**src/phy_irq_pkg.sv**
```systemverilog
// Purpose: shared constants and types of the status summary and interrupt logic
// Assumes: 16-bit management registers, 5-bit register address
// Notes:   event indices follow the bit order of the event status register

package phy_irq_pkg;

   localparam int          REG_W           = 16;
   localparam int          ADDR_W          = 5;
   localparam int          EVT_N           = 7;

   localparam logic [4:0]  ADDR_SUMMARY    = 5'h10;
   localparam logic [4:0]  ADDR_ICTRL      = 5'h11;
   localparam logic [4:0]  ADDR_ISTAT      = 5'h12;

   // summary status word bit positions
   localparam int          SUM_LINK        = 0;
   localparam int          SUM_LOW_SPEED_INDICATION     = 1;
   localparam int          SUM_DUPLEX      = 2;
   localparam int          SUM_LOOPBACK    = 3;
   localparam int          SUM_AN_DONE     = 4;
   localparam int          SUM_JABBER      = 5;
   localparam int          SUM_IRQ_PEND    = 7;

   // interrupt control word bit positions
   localparam int          CTL_IRQ_OE      = 0;
   localparam int          CTL_GLOBAL_EN   = 1;
   localparam int          CTL_TEST_FORCE  = 2;
   localparam int          CTL_USED_W      = 3;

   // event status word: flags in 14:8, enables in 6:0
   localparam int          ISTAT_FLAG_LSB  = 8;
   localparam int          ISTAT_EN_LSB    = 0;

   // event indices within the 7-bit flag and enable fields
   localparam int          EVT_RX_HALF     = 0;
   localparam int          EVT_FC_HALF     = 1;
   localparam int          EVT_AN_DONE     = 2;
   localparam int          EVT_DUPLEX      = 3;
   localparam int          EVT_SPEED       = 4;
   localparam int          EVT_LINK        = 5;
   localparam int          EVT_ENERGY      = 6;

   localparam logic [15:0] RST_WORD        = 16'h0000;
   localparam logic [6:0]  RST_EVT         = 7'h00;
   localparam logic [2:0]  RST_CTL         = 3'h0;
   localparam logic [1:0]  RST_SYNC        = 2'h0;

   typedef struct packed {
      logic jabber;
      logic an_complete;
      logic loopback;
      logic full_duplex;
      logic low_speed_indication;
      logic link_up;
      logic energy;
      logic fc_half_full;
      logic rx_half_full;
   } phy_state_s;

   typedef struct packed {
      logic [4:0]  addr;
      logic        rd;
      logic        wr;
      logic [15:0] wdata;
   } mgmt_req_s;

   localparam phy_state_s RST_STATE = '0;

endpackage

```
**src/event_latch.sv**
```systemverilog
// Purpose: sticky event flags, one per interrupt source
// Assumes: set and clear are single-cycle strobes on clk_sys
// Notes:   a set in the clearing cycle keeps the flag

module event_latch (
   input  wire logic                      clk_sys,
   input  wire logic                      rst_b,
   input  wire logic [phy_irq_pkg::EVT_N-1:0] set_evt,
   input  wire logic [phy_irq_pkg::EVT_N-1:0] clr_evt,
   output logic      [phy_irq_pkg::EVT_N-1:0] flags
);
   import phy_irq_pkg::*;

   logic [EVT_N-1:0] flag_ff;
   logic [EVT_N-1:0] nxt_flag;

   genvar gi;
   generate
      for (gi = 0; gi < EVT_N; gi++) begin : g_bit
         // set beats clear so no event is lost to a racing read
         always_comb begin
            nxt_flag[gi] = set_evt[gi] | (flag_ff[gi] & ~clr_evt[gi]);
         end
      end
   endgenerate

   always_ff @(posedge clk_sys or negedge rst_b) begin
      if (!rst_b) begin
         flag_ff <= RST_EVT;
      end else begin
         flag_ff <= nxt_flag;
      end
   end

   assign flags = flag_ff;

endmodule

```
**src/phy_status_interrupt_ctrl.sv**
```systemverilog
// Purpose: summary status word, interrupt control and event status of the PHY
// Assumes: management frame engine presents decoded register reads and writes
// Notes:   read data is registered, valid the cycle after the read strobe

module phy_status_interrupt_ctrl (
   input  wire logic                          clk_sys,
   input  wire logic                          rst_b,
   input  wire phy_irq_pkg::mgmt_req_s        mgmt_req,
   output logic      [phy_irq_pkg::REG_W-1:0] mgmt_rdata,
   output logic                               mgmt_rvalid,
   input  wire phy_irq_pkg::phy_state_s       phy_state,
   input  wire logic                          irq_pin_i,
   output logic                               irq_pin_o,
   output logic                               irq_pin_oe_b,
   output logic                               powerdown_req,
   output logic                               irq_active
);
   import phy_irq_pkg::*;

   // control register state
   logic [CTL_USED_W-1:0] ctl_ff;
   logic [CTL_USED_W-1:0] nxt_ctl;
   logic [EVT_N-1:0]      evt_en_ff;
   logic [EVT_N-1:0]      nxt_evt_en;

   // read path state
   logic [REG_W-1:0]      rdata_ff;
   logic [REG_W-1:0]      nxt_rdata;
   logic                  rvalid_ff;
   logic                  nxt_rvalid;

   // previous phy state for change detection
   phy_state_s            prev_ff;
   phy_state_s            nxt_prev;

   // shared pin synchroniser
   logic [1:0]            pin_sync_ff;
   logic [1:0]            nxt_pin_sync;

   // combinational terms
   logic [EVT_N-1:0]      set_evt;
   logic [EVT_N-1:0]      clr_evt;
   logic [EVT_N-1:0]      flags;
   logic [REG_W-1:0]      summary_word;
   logic [REG_W-1:0]      ctl_word;
   logic [REG_W-1:0]      istat_word;
   logic                  evt_irq;
   logic                  irq_level;
   logic                  rd_istat;

   // event detection: edges and changes of the phy state
   always_comb begin
      set_evt              = '0;
      set_evt[EVT_ENERGY]  = phy_state.energy ^ prev_ff.energy;
      set_evt[EVT_LINK]    = phy_state.link_up ^ prev_ff.link_up;
      set_evt[EVT_SPEED]   = phy_state.low_speed_indication ^ prev_ff.low_speed_indication;
      set_evt[EVT_DUPLEX]  = phy_state.full_duplex ^ prev_ff.full_duplex;
      set_evt[EVT_AN_DONE] = phy_state.an_complete & ~prev_ff.an_complete;
      set_evt[EVT_FC_HALF] = phy_state.fc_half_full & ~prev_ff.fc_half_full;
      set_evt[EVT_RX_HALF] = phy_state.rx_half_full & ~prev_ff.rx_half_full;
      nxt_prev             = phy_state;
   end

   // only the flags returned by this read are cleared
   always_comb begin
      rd_istat = mgmt_req.rd && (mgmt_req.addr == ADDR_ISTAT);
      clr_evt  = rd_istat ? flags : '0;
   end

   event_latch u_event_latch (
      .clk_sys (clk_sys),
      .rst_b   (rst_b),
      .set_evt (set_evt),
      .clr_evt (clr_evt),
      .flags   (flags)
   );

   // interrupt generation
   always_comb begin
      evt_irq   = ctl_ff[CTL_GLOBAL_EN] & (|(flags & evt_en_ff));
      irq_level = evt_irq | ctl_ff[CTL_TEST_FORCE];
   end

   // register images
   always_comb begin
      summary_word               = RST_WORD;
      summary_word[SUM_LINK]     = phy_state.link_up;
      summary_word[SUM_LOW_SPEED_INDICATION]  = phy_state.low_speed_indication;
      summary_word[SUM_DUPLEX]   = phy_state.full_duplex;
      summary_word[SUM_LOOPBACK] = phy_state.loopback;
      summary_word[SUM_AN_DONE]  = phy_state.an_complete;
      summary_word[SUM_JABBER]   = phy_state.jabber;
      summary_word[SUM_IRQ_PEND] = irq_level;

      ctl_word                   = RST_WORD;
      ctl_word[CTL_USED_W-1:0]   = ctl_ff;

      istat_word                 = RST_WORD;
      istat_word[ISTAT_FLAG_LSB +: EVT_N] = flags;
      istat_word[ISTAT_EN_LSB +: EVT_N]   = evt_en_ff;
   end

   // register writes and read capture
   always_comb begin
      nxt_ctl    = ctl_ff;
      nxt_evt_en = evt_en_ff;
      nxt_rdata  = rdata_ff;
      nxt_rvalid = mgmt_req.rd;
      if (mgmt_req.wr) begin
         case (mgmt_req.addr)
            ADDR_ICTRL: begin
               nxt_ctl = mgmt_req.wdata[CTL_USED_W-1:0];
            end
            ADDR_ISTAT: begin
               nxt_evt_en = mgmt_req.wdata[ISTAT_EN_LSB +: EVT_N];
            end
            default: begin
               nxt_ctl = ctl_ff;
            end
         endcase
      end
      if (mgmt_req.rd) begin
         case (mgmt_req.addr)
            ADDR_SUMMARY: nxt_rdata = summary_word;
            ADDR_ICTRL:   nxt_rdata = ctl_word;
            ADDR_ISTAT:   nxt_rdata = istat_word;
            default:      nxt_rdata = RST_WORD;
         endcase
      end
   end

   // shared pin input path; only the second stage is read
   always_comb begin
      nxt_pin_sync = {pin_sync_ff[0], irq_pin_i};
   end

   always_ff @(posedge clk_sys or negedge rst_b) begin
      if (!rst_b) begin
         ctl_ff      <= RST_CTL;
         evt_en_ff   <= RST_EVT;
         rdata_ff    <= RST_WORD;
         rvalid_ff   <= 1'b0;
         prev_ff     <= RST_STATE;
         pin_sync_ff <= RST_SYNC;
      end else begin
         ctl_ff      <= nxt_ctl;
         evt_en_ff   <= nxt_evt_en;
         rdata_ff    <= nxt_rdata;
         rvalid_ff   <= nxt_rvalid;
         prev_ff     <= nxt_prev;
         pin_sync_ff <= nxt_pin_sync;
      end
   end

   // pin is active low when driven, so a released pin never reads as an interrupt
   assign irq_pin_oe_b  = ~ctl_ff[CTL_IRQ_OE];
   assign irq_pin_o     = ~irq_level;
   assign powerdown_req = ctl_ff[CTL_IRQ_OE] ? 1'b0 : pin_sync_ff[1];
   assign irq_active    = irq_level;
   assign mgmt_rdata    = rdata_ff;
   assign mgmt_rvalid   = rvalid_ff;

endmodule

```
**config.mk**
```make
export PLATFORM = sky130hd
export DESIGN_NAME = phy_status_interrupt_ctrl
export DESIGN_NICKNAME = d
export VERILOG_FILES = /design/src/phy_irq_pkg.sv /design/src/event_latch.sv /design/src/phy_status_interrupt_ctrl.sv
export SDC_FILE = /design/constraint.sdc
export NUM_CORES = 1
export LEC_CHECK = 0
export ABC_CLOCK_PERIOD_IN_PS = 1500
export BUFFER_PORTS_ARGS = -buffer_cell sky130_fd_sc_hd__clkbuf_2
export CAP_MARGIN = 20
export CORE_MARGIN = 1.5
export CORE_UTILIZATION = 49
export CTS_CLUSTER_SIZE = 16
export DETAILED_ROUTE_END_ITERATION = 12
export PLACE_DENSITY = 0.9
export SLEW_MARGIN = 20
export SYNTH_ARGS = -nofsm -noshare
export SYNTH_HDL_FRONTEND = slang
export SYNTH_SLANG_ARGS = --single-unit
```
**constraint.sdc**
```tcl
create_clock -name clk_sys -period 1.5 [get_ports clk_sys]
set_clock_uncertainty 0.1 [all_clocks]
set_input_delay 0.225 -clock clk_sys [delete_from_list [all_inputs] [get_ports clk_sys]]
set_output_delay 0.225 -clock clk_sys [all_outputs]
set_load 0.005 [all_outputs]
```
After elaboration in Yosys (flattened, before gate mapping)
Cells that the tools add are included. W data, S select, Z words.

Input bits: 35. Logic and storage cells: 59. Output and inout port bits: 21. Flip-flop bits (word level): 43.

Reductions and logical operators: 4. Multiplexer cells: 3. Bitwise logic cells: 36. Eq/ne operators: 3.

Operator list (number): $pmux W15 S3 (1); $eq A5 B5 Y1 const B (3); $not A1 Y1 (12); $and A1 B1 Y1 (11); $or A1 B1 Y1 (8); $and A7 B7 Y7 (1); $mux W7 (1); $reduce_or A7 Y1 (1); $reduce_and A2 Y1 (2); $xor A1 B1 Y1 (4); $logic_and A1 B1 Y1 (1); $mux W1 (1).

Depth between registers and ports, before layout
Gate-level depths: netlist of run 1.

Word-level depth: 6. Mapped depth: 5. Gate-level depth less buffers: 3.

Modules after synthesis
From an unflattened synthesis of run 1, not the netlist that was laid out.

Cell total of the unflattened synthesis: 138. Area, all modules: 1771.7 um^2.

Modules (own cells, without submodules): phy_status_interrupt_ctrl (sequential area each 875.8 um^2, area an instance 1517.7 um^2, instances 1, cells an instance 117); event_latch (sequential area each 175.2 um^2, area an instance 254.0 um^2, instances 1, cells an instance 21).

Least setup slack after synthesis of run 1
Ideal clock, no wire load.

Kind: reg-to-output. From: register evt_en_ff[3]. To: output irq_active. Buffers on the path: 0. Cell stages (with the launch flop): 4. Required time: 1175 ps. Arrival time: 1023 ps. Slack: 152 ps. Cell sequence: dfrtp_1 a222oi_1 nand3_1 a21o_1.

Cells in the longest elaborated chain, start to end: 4.

Ends and longest elaborated chain: start: declaration (line phy_status_interrupt_ctrl.sv:23) `logic [EVT_N-1:0] evt_en_ff;`; start signal: assignment (line phy_status_interrupt_ctrl.sv:147) `evt_en_ff <= nxt_evt_en;`; $and A7 B7 Y7 (line phy_status_interrupt_ctrl.sv:80) `evt_irq = ctl_ff[CTL_GLOBAL_EN] & (|(flags & evt_en_ff));`; $reduce_or A7 Y1 (line phy_status_interrupt_ctrl.sv:80); $and A1 B1 Y1 (line phy_status_interrupt_ctrl.sv:80); $or A1 B1 Y1 (line phy_status_interrupt_ctrl.sv:81) `irq_level = evt_irq | ctl_ff[CTL_TEST_FORCE];`; end: declaration (line phy_status_interrupt_ctrl.sv:16) `output logic irq_active`.

Every way passes these cells.

Final worst setup path of run 1
From: register evt_en_ff[3]. To: output irq_pin_o.

Cells in the longest elaborated chain, start to end: 5.

Ends and longest elaborated chain: $and A7 B7 Y7 (line phy_status_interrupt_ctrl.sv:80); $reduce_or A7 Y1 (line phy_status_interrupt_ctrl.sv:80); $and A1 B1 Y1 (line phy_status_interrupt_ctrl.sv:80); $or A1 B1 Y1 (line phy_status_interrupt_ctrl.sv:81); $not A1 Y1 (line phy_status_interrupt_ctrl.sv:157) `assign irq_pin_o = ~irq_level;`; end: declaration (line phy_status_interrupt_ctrl.sv:13) `output logic irq_pin_o,`.

Every way passes these cells.

==> results of run 1 <==
-- placed cells by master (no fill, tap or decap), types with 4 or more instances in the layout --
master and count:
a22o_1 8, buf_4 12, clkbuf_2 45, clkbuf_4 5, dfrtp_1 42, dlygate4sd3_1 16
inv_1 13, mux2_2 10, mux2i_1 6, nor2b_1 4, o21ai_0 4, xnor2_1 4
-- power by group through the flow --
stage / Clock, uW / Combinational (uW) / Sequential, uW
6_report: 712 / 343 / 1270
3_3_place_gp: 0 / 299 / 1290
5_1_grt: 779 / 382 / 1280
4_1_cts: 723 / 338 / 1270
3_5_place_dp: 0 / 312 / 1290
2_1_floorplan: 0 / 161 / 1280
-- cells by family (layout without fill, tap and decap cells) --
group | Yosys count | count (layout) | synth area share (%)
simple gates | 17 | 17 | 7.17
compound gates | 28 | 28 | 13.0
xor+xnor | 4 | 4 | 2.07
other cells | 1 | 1 | 0.222
buf+inv | 19 | 94 | 5.25
mux | 16 | 16 | 10.2
flops | 42 | 42 | 62.1
-- registers in the layout (all words and copies together) (netlist names) --
signal               flops
mgmt_rdata              15
u_event_latch.flags      7
ctl_ff                   3
pin_sync_ff              2
prev_ff                  7
evt_en_ff                7
mgmt_rvalid              1
-- area by class of cell --
class | count | area (sq um)
clock buffers | 7 | 45.0
clock inverters | 1 | 30.0
fillers | 238 | 1080
inverters | 13 | 48.8
multi-input cells | 66 | 553
flip-flops and latches | 42 | 1050
well taps | 46 | 57.6
repair buffers | 73 | 475
-- worst max-delay path, delay by kind of cell (launching register included) --
family	cells	cell delay [ns]
compound gates	2	0.53
flops	1	0.39
buf+inv	1	0.13
simple gates	1	0.17
-- worst min-delay path by stage --
| stage | start | endpoint | slack [ns] | cells after the start |
|---|---|---|---|---|
| floorplan | rst_b | ctl_ff[0] | -0.17 | 0 |
| global placement | rst_b | pin_sync_ff[1] | 0.20 | 2 |
| detailed placement | rst_b | pin_sync_ff[1] | 0.22 | 2 |
| CTS | mgmt_req[3] | evt_en_ff[3] | 0.001 | 2 |
| global route | mgmt_req[0] | evt_en_ff[0] | 0.006 | 2 |
| finish | mgmt_req[0] | evt_en_ff[0] | 0.02 | 2 |
-- metrics by stage --
stage / hold slack, ns / TNS [ns] / worst slack (ns)
after CTS: 0.00103 / -0.840 / -0.423
after global routing: 0.00591 / -1.15 / -0.588
after floorplan: -0.171 / 0 / 0.152
final: 0.0217 / -0.805 / -0.404
after global placement: 0.203 / -0.0131 / -0.0108
after detailed placement: 0.216 / -0.0484 / -0.0269
-- layer usage --
layer	vias to the layer above	share of wire, %
met3	11	4.4
met5	-	0
met1	622	40
met2	37	53
li1	601	-
met4	0	2.1
-- repair_timing --
action / in CTS / in global routing
hold endpoints to repair: 56 / 5
hold buffers: 12 / 4
setup endpoints to repair: 2 / 2
pin swaps: 1 / 0
==> impl_metrics.tcl, run 1 <==
set metrics [dict create \
    num_rows 21 \
    cts_setup_buffers 0 \
    synth_cells 127 \
    clock-sinks 42 \
    grt.total_usage_pct 21.4 \
    p_leak_uw 0.00118 \
    initial_core_util_pct 50.7 \
    antenna_found_initial 0 \
    critPathSlowestCell "dfrtp_1" \
    drc_errors 0 \
    finalSetupViolations 2 \
    avgSynthCellArea_sq_um 13.3 \
    p_switching_uw 565 \
    place_area_sq_um 2030 \
    globalRoute.busiestLayer "met2" \
    routedWlPerCell_um 15.0 \
    cts_root_buf "clkbuf_4" \
    power_frac_clock_pct 30.6 \
    post_cts_resized 0 \
    r2r_setup_slack_ns 0.17 \
    final_max_slew_viol_count 0 \
    grt_pass1_wl_um 5600 \
    cap_violations 0 \
    dieArea_sq_um 3820 \
    portBuffers 45 \
    utilization_pct 67.8 \
    synth_enable_flop_cells 0 \
    synth_warnings 0 \
    yosysSeqAreaShare_pct 62.1 \
    placedCellCount 224 \
    syn-num-nets 162 \
    violations "setup timing" \
    synth_top_area_share_pct 62.1 \
    final_nets 236 \
    drive_above_1_share_pct 38.1 \
    synth_cell_types 32 \
    hpwl_um 2610 \
    swShare_pct 24.3 \
    cp-endpoint "irq_pin_o" \
    p_seq_share_pct 54.7 \
    crit_type "flop to output pin" \
    num_antenna_cells 0 \
    place_congestion 0.774 \
    cp_max_fo 3 \
    setup_ws_ns -0.404 \
    routed_wl_um 3730 \
    p_int_uw 1760 \
    crit_arrival_ns 1.58 \
    avgViaCountPerCell 5.13 \
    hold_viol 0 \
    clock.fmax_mhz 525 \
    hold_path_class "primary input to flop" \
    worstMarginPinSlew_ns 0.505 \
    required_ns 1.17 \
    routed-via-count 1271 \
    final_cells 248 \
    cts_tree "yes" \
    worstRegToRegCells 3 \
    ios 56 \
    use_met3_pct 6.83 \
    r2r_start "evt_en_ff[3]" \
    rsz0062_at_grt "yes" \
    post-route-cell-area_sq_um 2260 \
    area_growth_pct 33.6 \
    endpoint_kind "output pin" \
    synth_top_area_cell "dfrtp_1" \
    grt_max_degree 43 \
    grt_util_met2_pct 35.5 \
    synth_commonest_cells "42 x dfrtp_1, 13 x inv_1, 10 x mux2_2, 8 x a22o_1, 6 x mux2i_1" \
    async_reset_ff_share_pct 100 \
    fp.coreArea_sq_um 3340 \
    crit_path_start_kind "flop" \
    finalPower_uw 2330 \
    fin_crit_ns 1.90 \
    die_y_um 61.8 \
    numCtsBuffers 5 \
    power_density_nw_per_um2 1030 \
    timing.rr.end "mgmt_rdata[7]" \
    route.antenna.remaining_nets 0 \
    firstDrtPassIters 4 \
    cts.path.max_buffers 2 \
    outcome "finished with violations" \
    post-synth-top-count-cell "dfrtp_1" \
    fin_crit_sh_pct 127 \
    use_met1_pct 26.0 \
    p_comb_share_pct 14.7 \
    cp_cell_sequence "a222oi_1 > nand3_1 > a21oi_1 > clkbuf_2" \
    peakVddDrop_mv 0.674 \
    dieWidth_um 61.8 \
    slew_headroom_pct 66.4 \
    htree_levels 2 \
    cts.clk_slew.worst_paths_ns 0.12 \
    clk_latency_ns 0.36 \
    grt_pass1_vias 1253 \
    yosys_most_used_dff "dfrtp_1" \
    dr.first_iter.drc_count 23 \
    netlist_area_sq_um 1690 \
    grt.overflow.total 0 \
    critPathLaunch "evt_en_ff[3]" \
    ys_ff_latch 42 \
    synthTopCellsByArea "dfrtp_1 62%, mux2_2 6.7%, a22o_1 4.1%, mux2i_1 3.5%, inv_1 2.9%" \
    cpPeakStageDelay_ns 0.39 \
]
Note: power is estimated with default switching activity, not from simulation.
==> inputs of run 2 (changes only) <==
==> constraint.sdc (replaced) <==
create_clock -name clk_sys -period 1.5 [get_ports clk_sys]
set_clock_uncertainty 0.1 [all_clocks]
set_input_delay 0.225 -clock clk_sys [delete_from_list [all_inputs] [get_ports clk_sys]]
set_output_delay 0.225 -clock clk_sys [all_outputs]
set_load 0.05 [all_outputs]
==> run 2 against run 1 <==
The run still ends with setup timing left. Routed wire length is 5.3% higher. Register-to-register slack worse by 0.11 ns. Sequential share of layout area shrank 1.3 points. Global-route usage is 0.53 points higher.
==> impl_metrics.tcl, run 2 (synthesized netlist as in run 1, its figures left out) <==
set metrics [dict create \
    place_congestion 0.793 \
    violations "setup timing" \
    p_comb_share_pct 23.7 \
    power_density_nw_per_um2 1040 \
    peakVddDrop_mv 0.830 \
    p_int_uw 1710 \
    die_y_um 61.8 \
    routed-via-count 1313 \
    place_ws_ns -0.256 \
    place_area_sq_um 2100 \
    post-route-cell-area_sq_um 2330 \
    avgViaCountPerCell 5.19 \
    hpwl_um 2770 \
    numCtsBuffers 5 \
    hold_viol 0 \
    p_switching_uw 717 \
    portBuffers 45 \
    cts_root_buf "clkbuf_4" \
    num_rows 21 \
    cts.path.max_buffers 2 \
    layout_common_cells "42 x dfrtp_1, 42 x clkbuf_2, 19 x buf_4" \
    fp.coreArea_sq_um 3340 \
    path_buf_inv 1 \
    clock-sinks 42 \
    timing.rr.end "mgmt_rdata[7]" \
    finalSetupViolations 2 \
    required_ns 1.17 \
    utilization_pct 69.7 \
    routedWlPerCell_um 15.5 \
    endpoint_kind "output pin" \
    cts_tree "yes" \
    p_seq_share_pct 52.6 \
    final_nets 241 \
    rsz0062_at_grt "yes" \
    setup_tns_ns -1.08 \
    critPathSlowestCell "dfrtp_1" \
    worstMarginPinSlew_ns 0.509 \
    cp_cell_sequence "a222oi_1 > nand3_1 > a21o_2 > buf_8" \
    firstDrtPassIters 4 \
    drc_errors 0 \
    p_leak_uw 0.00121 \
    grt_max_degree 43 \
    dieWidth_um 61.8 \
    clk_latency_ns 0.35 \
    grt.total_usage_pct 21.9 \
    outcome "finished with violations" \
    crit_arrival_ns 1.74 \
    clock.fmax_mhz 484 \
    initial_core_util_pct 50.7 \
    dr.first_iter.drc_count 46 \
    num_antenna_cells 0 \
    htree_levels 2 \
    largest_reg_flops 15 \
    critPathTopFamily "compound AO/OA/AOI/OAI gates" \
    setup_ws_ns -0.568 \
    worstRegToRegCells 3 \
    fin_crit_ns 2.07 \
    hold_depth 2 \
    routed_wl_um 3930 \
    swShare_pct 29.6 \
    drive_above_1_share_pct 42.5 \
    min_to "evt_en_ff[1]" \
    power_frac_clock_pct 23.8 \
    grt_pass1_vias 1287 \
    final_cells 253 \
    fin_crit_sh_pct 138 \
    placedCellCount 230 \
    cts.clk_slew.worst_paths_ns 0.11 \
    r2r_setup_slack_ns 0.06 \
    hold_path_class "primary input to flop" \
    cpPeakStageDelay_ns 0.42 \
    slew_headroom_pct 66.0 \
    cp_max_fo 3 \
    final_max_slew_viol_count 0 \
    area_growth_pct 37.5 \
    grt.overflow.total 0 \
    cap_violations 0 \
    crit_path_start_kind "flop" \
    crit_type "flop to output pin" \
    route.antenna.remaining_nets 0 \
    dieArea_sq_um 3820 \
    ios 56 \
    grt_pass1_wl_um 5820 \
    r2r_start "u_event_latch.flags[3]" \
    antenna_found_initial 0 \
    min_from "mgmt_req[1]" \
]
[run 2: cell types whose count changed in the layout (fill, tap and decap cells not counted), moves of 2 or more]
cell,before,now
buf_4,12,19
clkbuf_2,45,42
dlygate4sd3_1,16,13
buf_8,0,2
[run 2: worst max path at each step]
stage	start	endpoint	slack [ns]	depth (start not counted)
floorplan	evt_en_ff[3]	irq_pin_o	-0.06	3
global placement	evt_en_ff[3]	irq_active	-0.21	4
detailed placement	evt_en_ff[3]	irq_active	-0.26	4
CTS	u_event_latch.flags[3]	irq_active	-0.56	4
global route	u_event_latch.flags[3]	irq_active	-0.65	4
finish	u_event_latch.flags[3]	irq_active	-0.57	4
[run 2: what timing repair did]
action	CTS	global route
pin swaps	3	0
hold buffers	10	3
setup buffers	1	1
setup endpoints to repair	2	3
gates cloned	0	0
gates resized for setup	4	6
hold endpoints to repair	51	3
[run 2: routing by layer]
layer	wire [um]	vias to the layer above	global-route usage, %
li1	-	605	-
met1	1550	660	26.4
met4	76	0	8.51
met3	199	10	7.66
met2	2110	38	36.4
met5	0	-	0
[run 2: power groups by stage]
stage	combinational, uW	sequential, uW	clock (uW)
floorplan	271	1320	0
global placement	483	1290	0
detailed placement	498	1300	0
CTS	550	1270	584
global route	609	1280	639
finish	574	1270	576
[run 2: final cells by class]
class / count / area (sq um)
clock buffers: 7 / 55.1
multi-input cells: 66 / 566
flip-flops and latches: 42 / 1050
well taps: 46 / 57.6
inverters: 13 / 48.8
clock inverters: 1 / 5.00
fillers: 234 / 1010
repair buffers: 78 / 544
[run 2: per-stage QoR]
stage / total power, uW / hold slack [ns]
after floorplan: 1590 / -0.171
after global placement: 1770 / 0.111
after detailed placement: 1790 / 0.117
after CTS: 2410 / 0.00478
after global routing: 2530 / 0.00117
final: 2420 / 0.0199
[run 2: worst reg2reg max path, cell delays in order, from the launching register on]
cell      delay, ns
dfrtp_1        0.42
a222oi_1       0.35
nand3_1        0.22
a31o_2         0.25
==> inputs of run 3 (changes only) <==
--- a/config.mk
+++ b/config.mk
@@ -12,7 +12,7 @@
 export CORE_UTILIZATION = 49
 export CTS_CLUSTER_SIZE = 16
 export DETAILED_ROUTE_END_ITERATION = 12
-export PLACE_DENSITY = 0.9
+export PLACE_DENSITY = 0.77
 export SLEW_MARGIN = 20
 export SYNTH_ARGS = -nofsm -noshare
 export SYNTH_HDL_FRONTEND = slang
==> run 3 against run 2 <==
The run still ends with setup timing left. Via count shrank 2.4%. Maximum frequency grew 1.4%. Sequential power is essentially flat. Global-route usage shrank 1.8 points. Clock power grew 15%. Register-to-register slack gained 0.04 ns. Hold slack lost 0.0035 ns. Combinational power is essentially flat. Total power grew 3.4%. Critical path type unchanged. Highest routed layer unchanged.
==> impl_metrics.tcl, run 3 (synthesized netlist as in run 1, its figures left out) <==
set metrics [dict create \
    clock.fmax_mhz 491 \
    clock-sinks 42 \
    final_nets 240 \
    num_antenna_cells 0 \
    cp_max_fo 3 \
    worstMarginPinSlew_ns 0.525 \
    numCtsBuffers 5 \
    slew_headroom_pct 65.0 \
    setup_ws_ns -0.539 \
    fp.coreArea_sq_um 3340 \
    final_max_slew_viol_count 0 \
    grt.overflow.total 0 \
    final_cells 252 \
    grt.total_usage_pct 20.1 \
    initial_core_util_pct 50.7 \
    place_congestion 0.768 \
    drive_above_1_share_pct 43.7 \
    routedWlPerCell_um 14.3 \
    dieArea_sq_um 3820 \
    crit_arrival_ns 1.71 \
    placedCellCount 231 \
    fin_crit_ns 2.04 \
    p_leak_uw 0.00121 \
    place_area_sq_um 2090 \
    routed_wl_um 3610 \
    die_y_um 61.8 \
    required_ns 1.17 \
    cts.path.max_buffers 2 \
    routed-via-count 1281 \
    crit_type "flop to output pin" \
    largest_reg_flops 15 \
    peakVddDrop_mv 0.604 \
    cap_violations 0 \
    whs_ns 0.0164 \
    layout_common_cells "42 x dfrtp_1, 42 x clkbuf_2, 22 x buf_4" \
    grt_pass1_wl_um 5380 \
    hold_viol 0 \
    grt_max_degree 43 \
    clk_latency_ns 0.34 \
    htree_levels 2 \
    num_rows 21 \
    violations "setup timing" \
    portBuffers 45 \
    hold_path_class "primary input to flop" \
    avgViaCountPerCell 5.08 \
    crit_path_start_kind "flop" \
    outcome "finished with violations" \
    grt_pass1_vias 1229 \
    power_density_nw_per_um2 1080 \
    r2r_setup_slack_ns 0.10 \
    firstDrtPassIters 5 \
    cts.clk_slew.worst_paths_ns 0.11 \
    post-route-cell-area_sq_um 2320 \
    dr.first_iter.drc_count 54 \
    route.antenna.remaining_nets 0 \
    dieWidth_um 61.8 \
    endpoint_kind "output pin" \
    rsz0062_at_grt "yes" \
    area_growth_pct 36.9 \
    cts_tree "yes" \
    fin_crit_sh_pct 136 \
    drc_errors 0 \
    cts_root_buf "clkbuf_4" \
    ios 56 \
    finalSetupViolations 2 \
    hpwl_um 2560 \
    antenna_found_initial 0 \
]
==> run 3: cell count changes in the layout (fill, tap and decap cells not counted), sizes merged <==
cell,change
buf,+1
clkbuf,+1
clkinv,-1
dlygate4sd3,-2
==> run 3: area by class of cell <==
type	count	area, sq um
flip-flops and latches	42	1050
fillers	270	1020
multi-input cells	66	566
repair buffers	77	515
clock buffers	8	78.8
well taps	46	57.6
inverters	13	48.8
==> run 3: power by group <==
part	internal [uW]	switching, uW
registers	1210	59.2
clock network	321	341
logic	272	301
==> run 3: worst paths after layout <==
path | from | to | cells after the start
worst max-delay path | evt_en_ff[3] | irq_active | 4
worst min-delay path | mgmt_req[4] | evt_en_ff[4] | 2
worst max register to register | evt_en_ff[3] | mgmt_rdata[7] | 3
worst min register to register | pin_sync_ff[0] | pin_sync_ff[1] | 0
max in group asynchronous | rst_b | mgmt_rdata[11] | 3
min in group asynchronous | rst_b | mgmt_rdata[0] | 3
==> run 3: what timing repair did <==
| item | CTS | global route |
|---|---|---|
| setup endpoints to repair | 3 | 3 |
| pin swaps | 3 | 3 |
| gates resized for setup | 5 | 3 |
| endpoints found under the hold margin | 52 | 0 |
| hold buffers | 11 | 0 |
| setup buffers | 1 | 1 |
==> run 3: critical path, cell delays in order, from the launching register on <==
cell and delay (ns):
dfrtp_1 0.41, a222oi_1 0.32, nand3_1 0.22, a21o_2 0.28
buf_8 0.15
==> run 3: stage by stage <==
stage	setup WS (ns)	util (%)	setup TNS [ns]	power, uW
4_1_cts	-0.543	69.1	-1.03	2510
3_5_place_dp	-0.242	62.7	-0.435	1780
3_3_place_gp	-0.232	62.7	-0.414	1770
2_1_floorplan	-0.0575	-	-0.0996	1590
5_1_grt	-0.616	69.4	-1.17	2620
6_report	-0.539	69.4	-0.991	2510
==> run 3: layer usage <==
| metal | vias up | GRT usage (%) | wire, um |
|---|---|---|---|
| li1 | 603 | - | - |
| met1 | 630 | 24.7 | 1510 |
| met2 | 39 | 34.1 | 1880 |
| met3 | 9 | 3.73 | 131 |
| met4 | 0 | 10.0 | 89 |
| met5 | - | 0 | 0 |
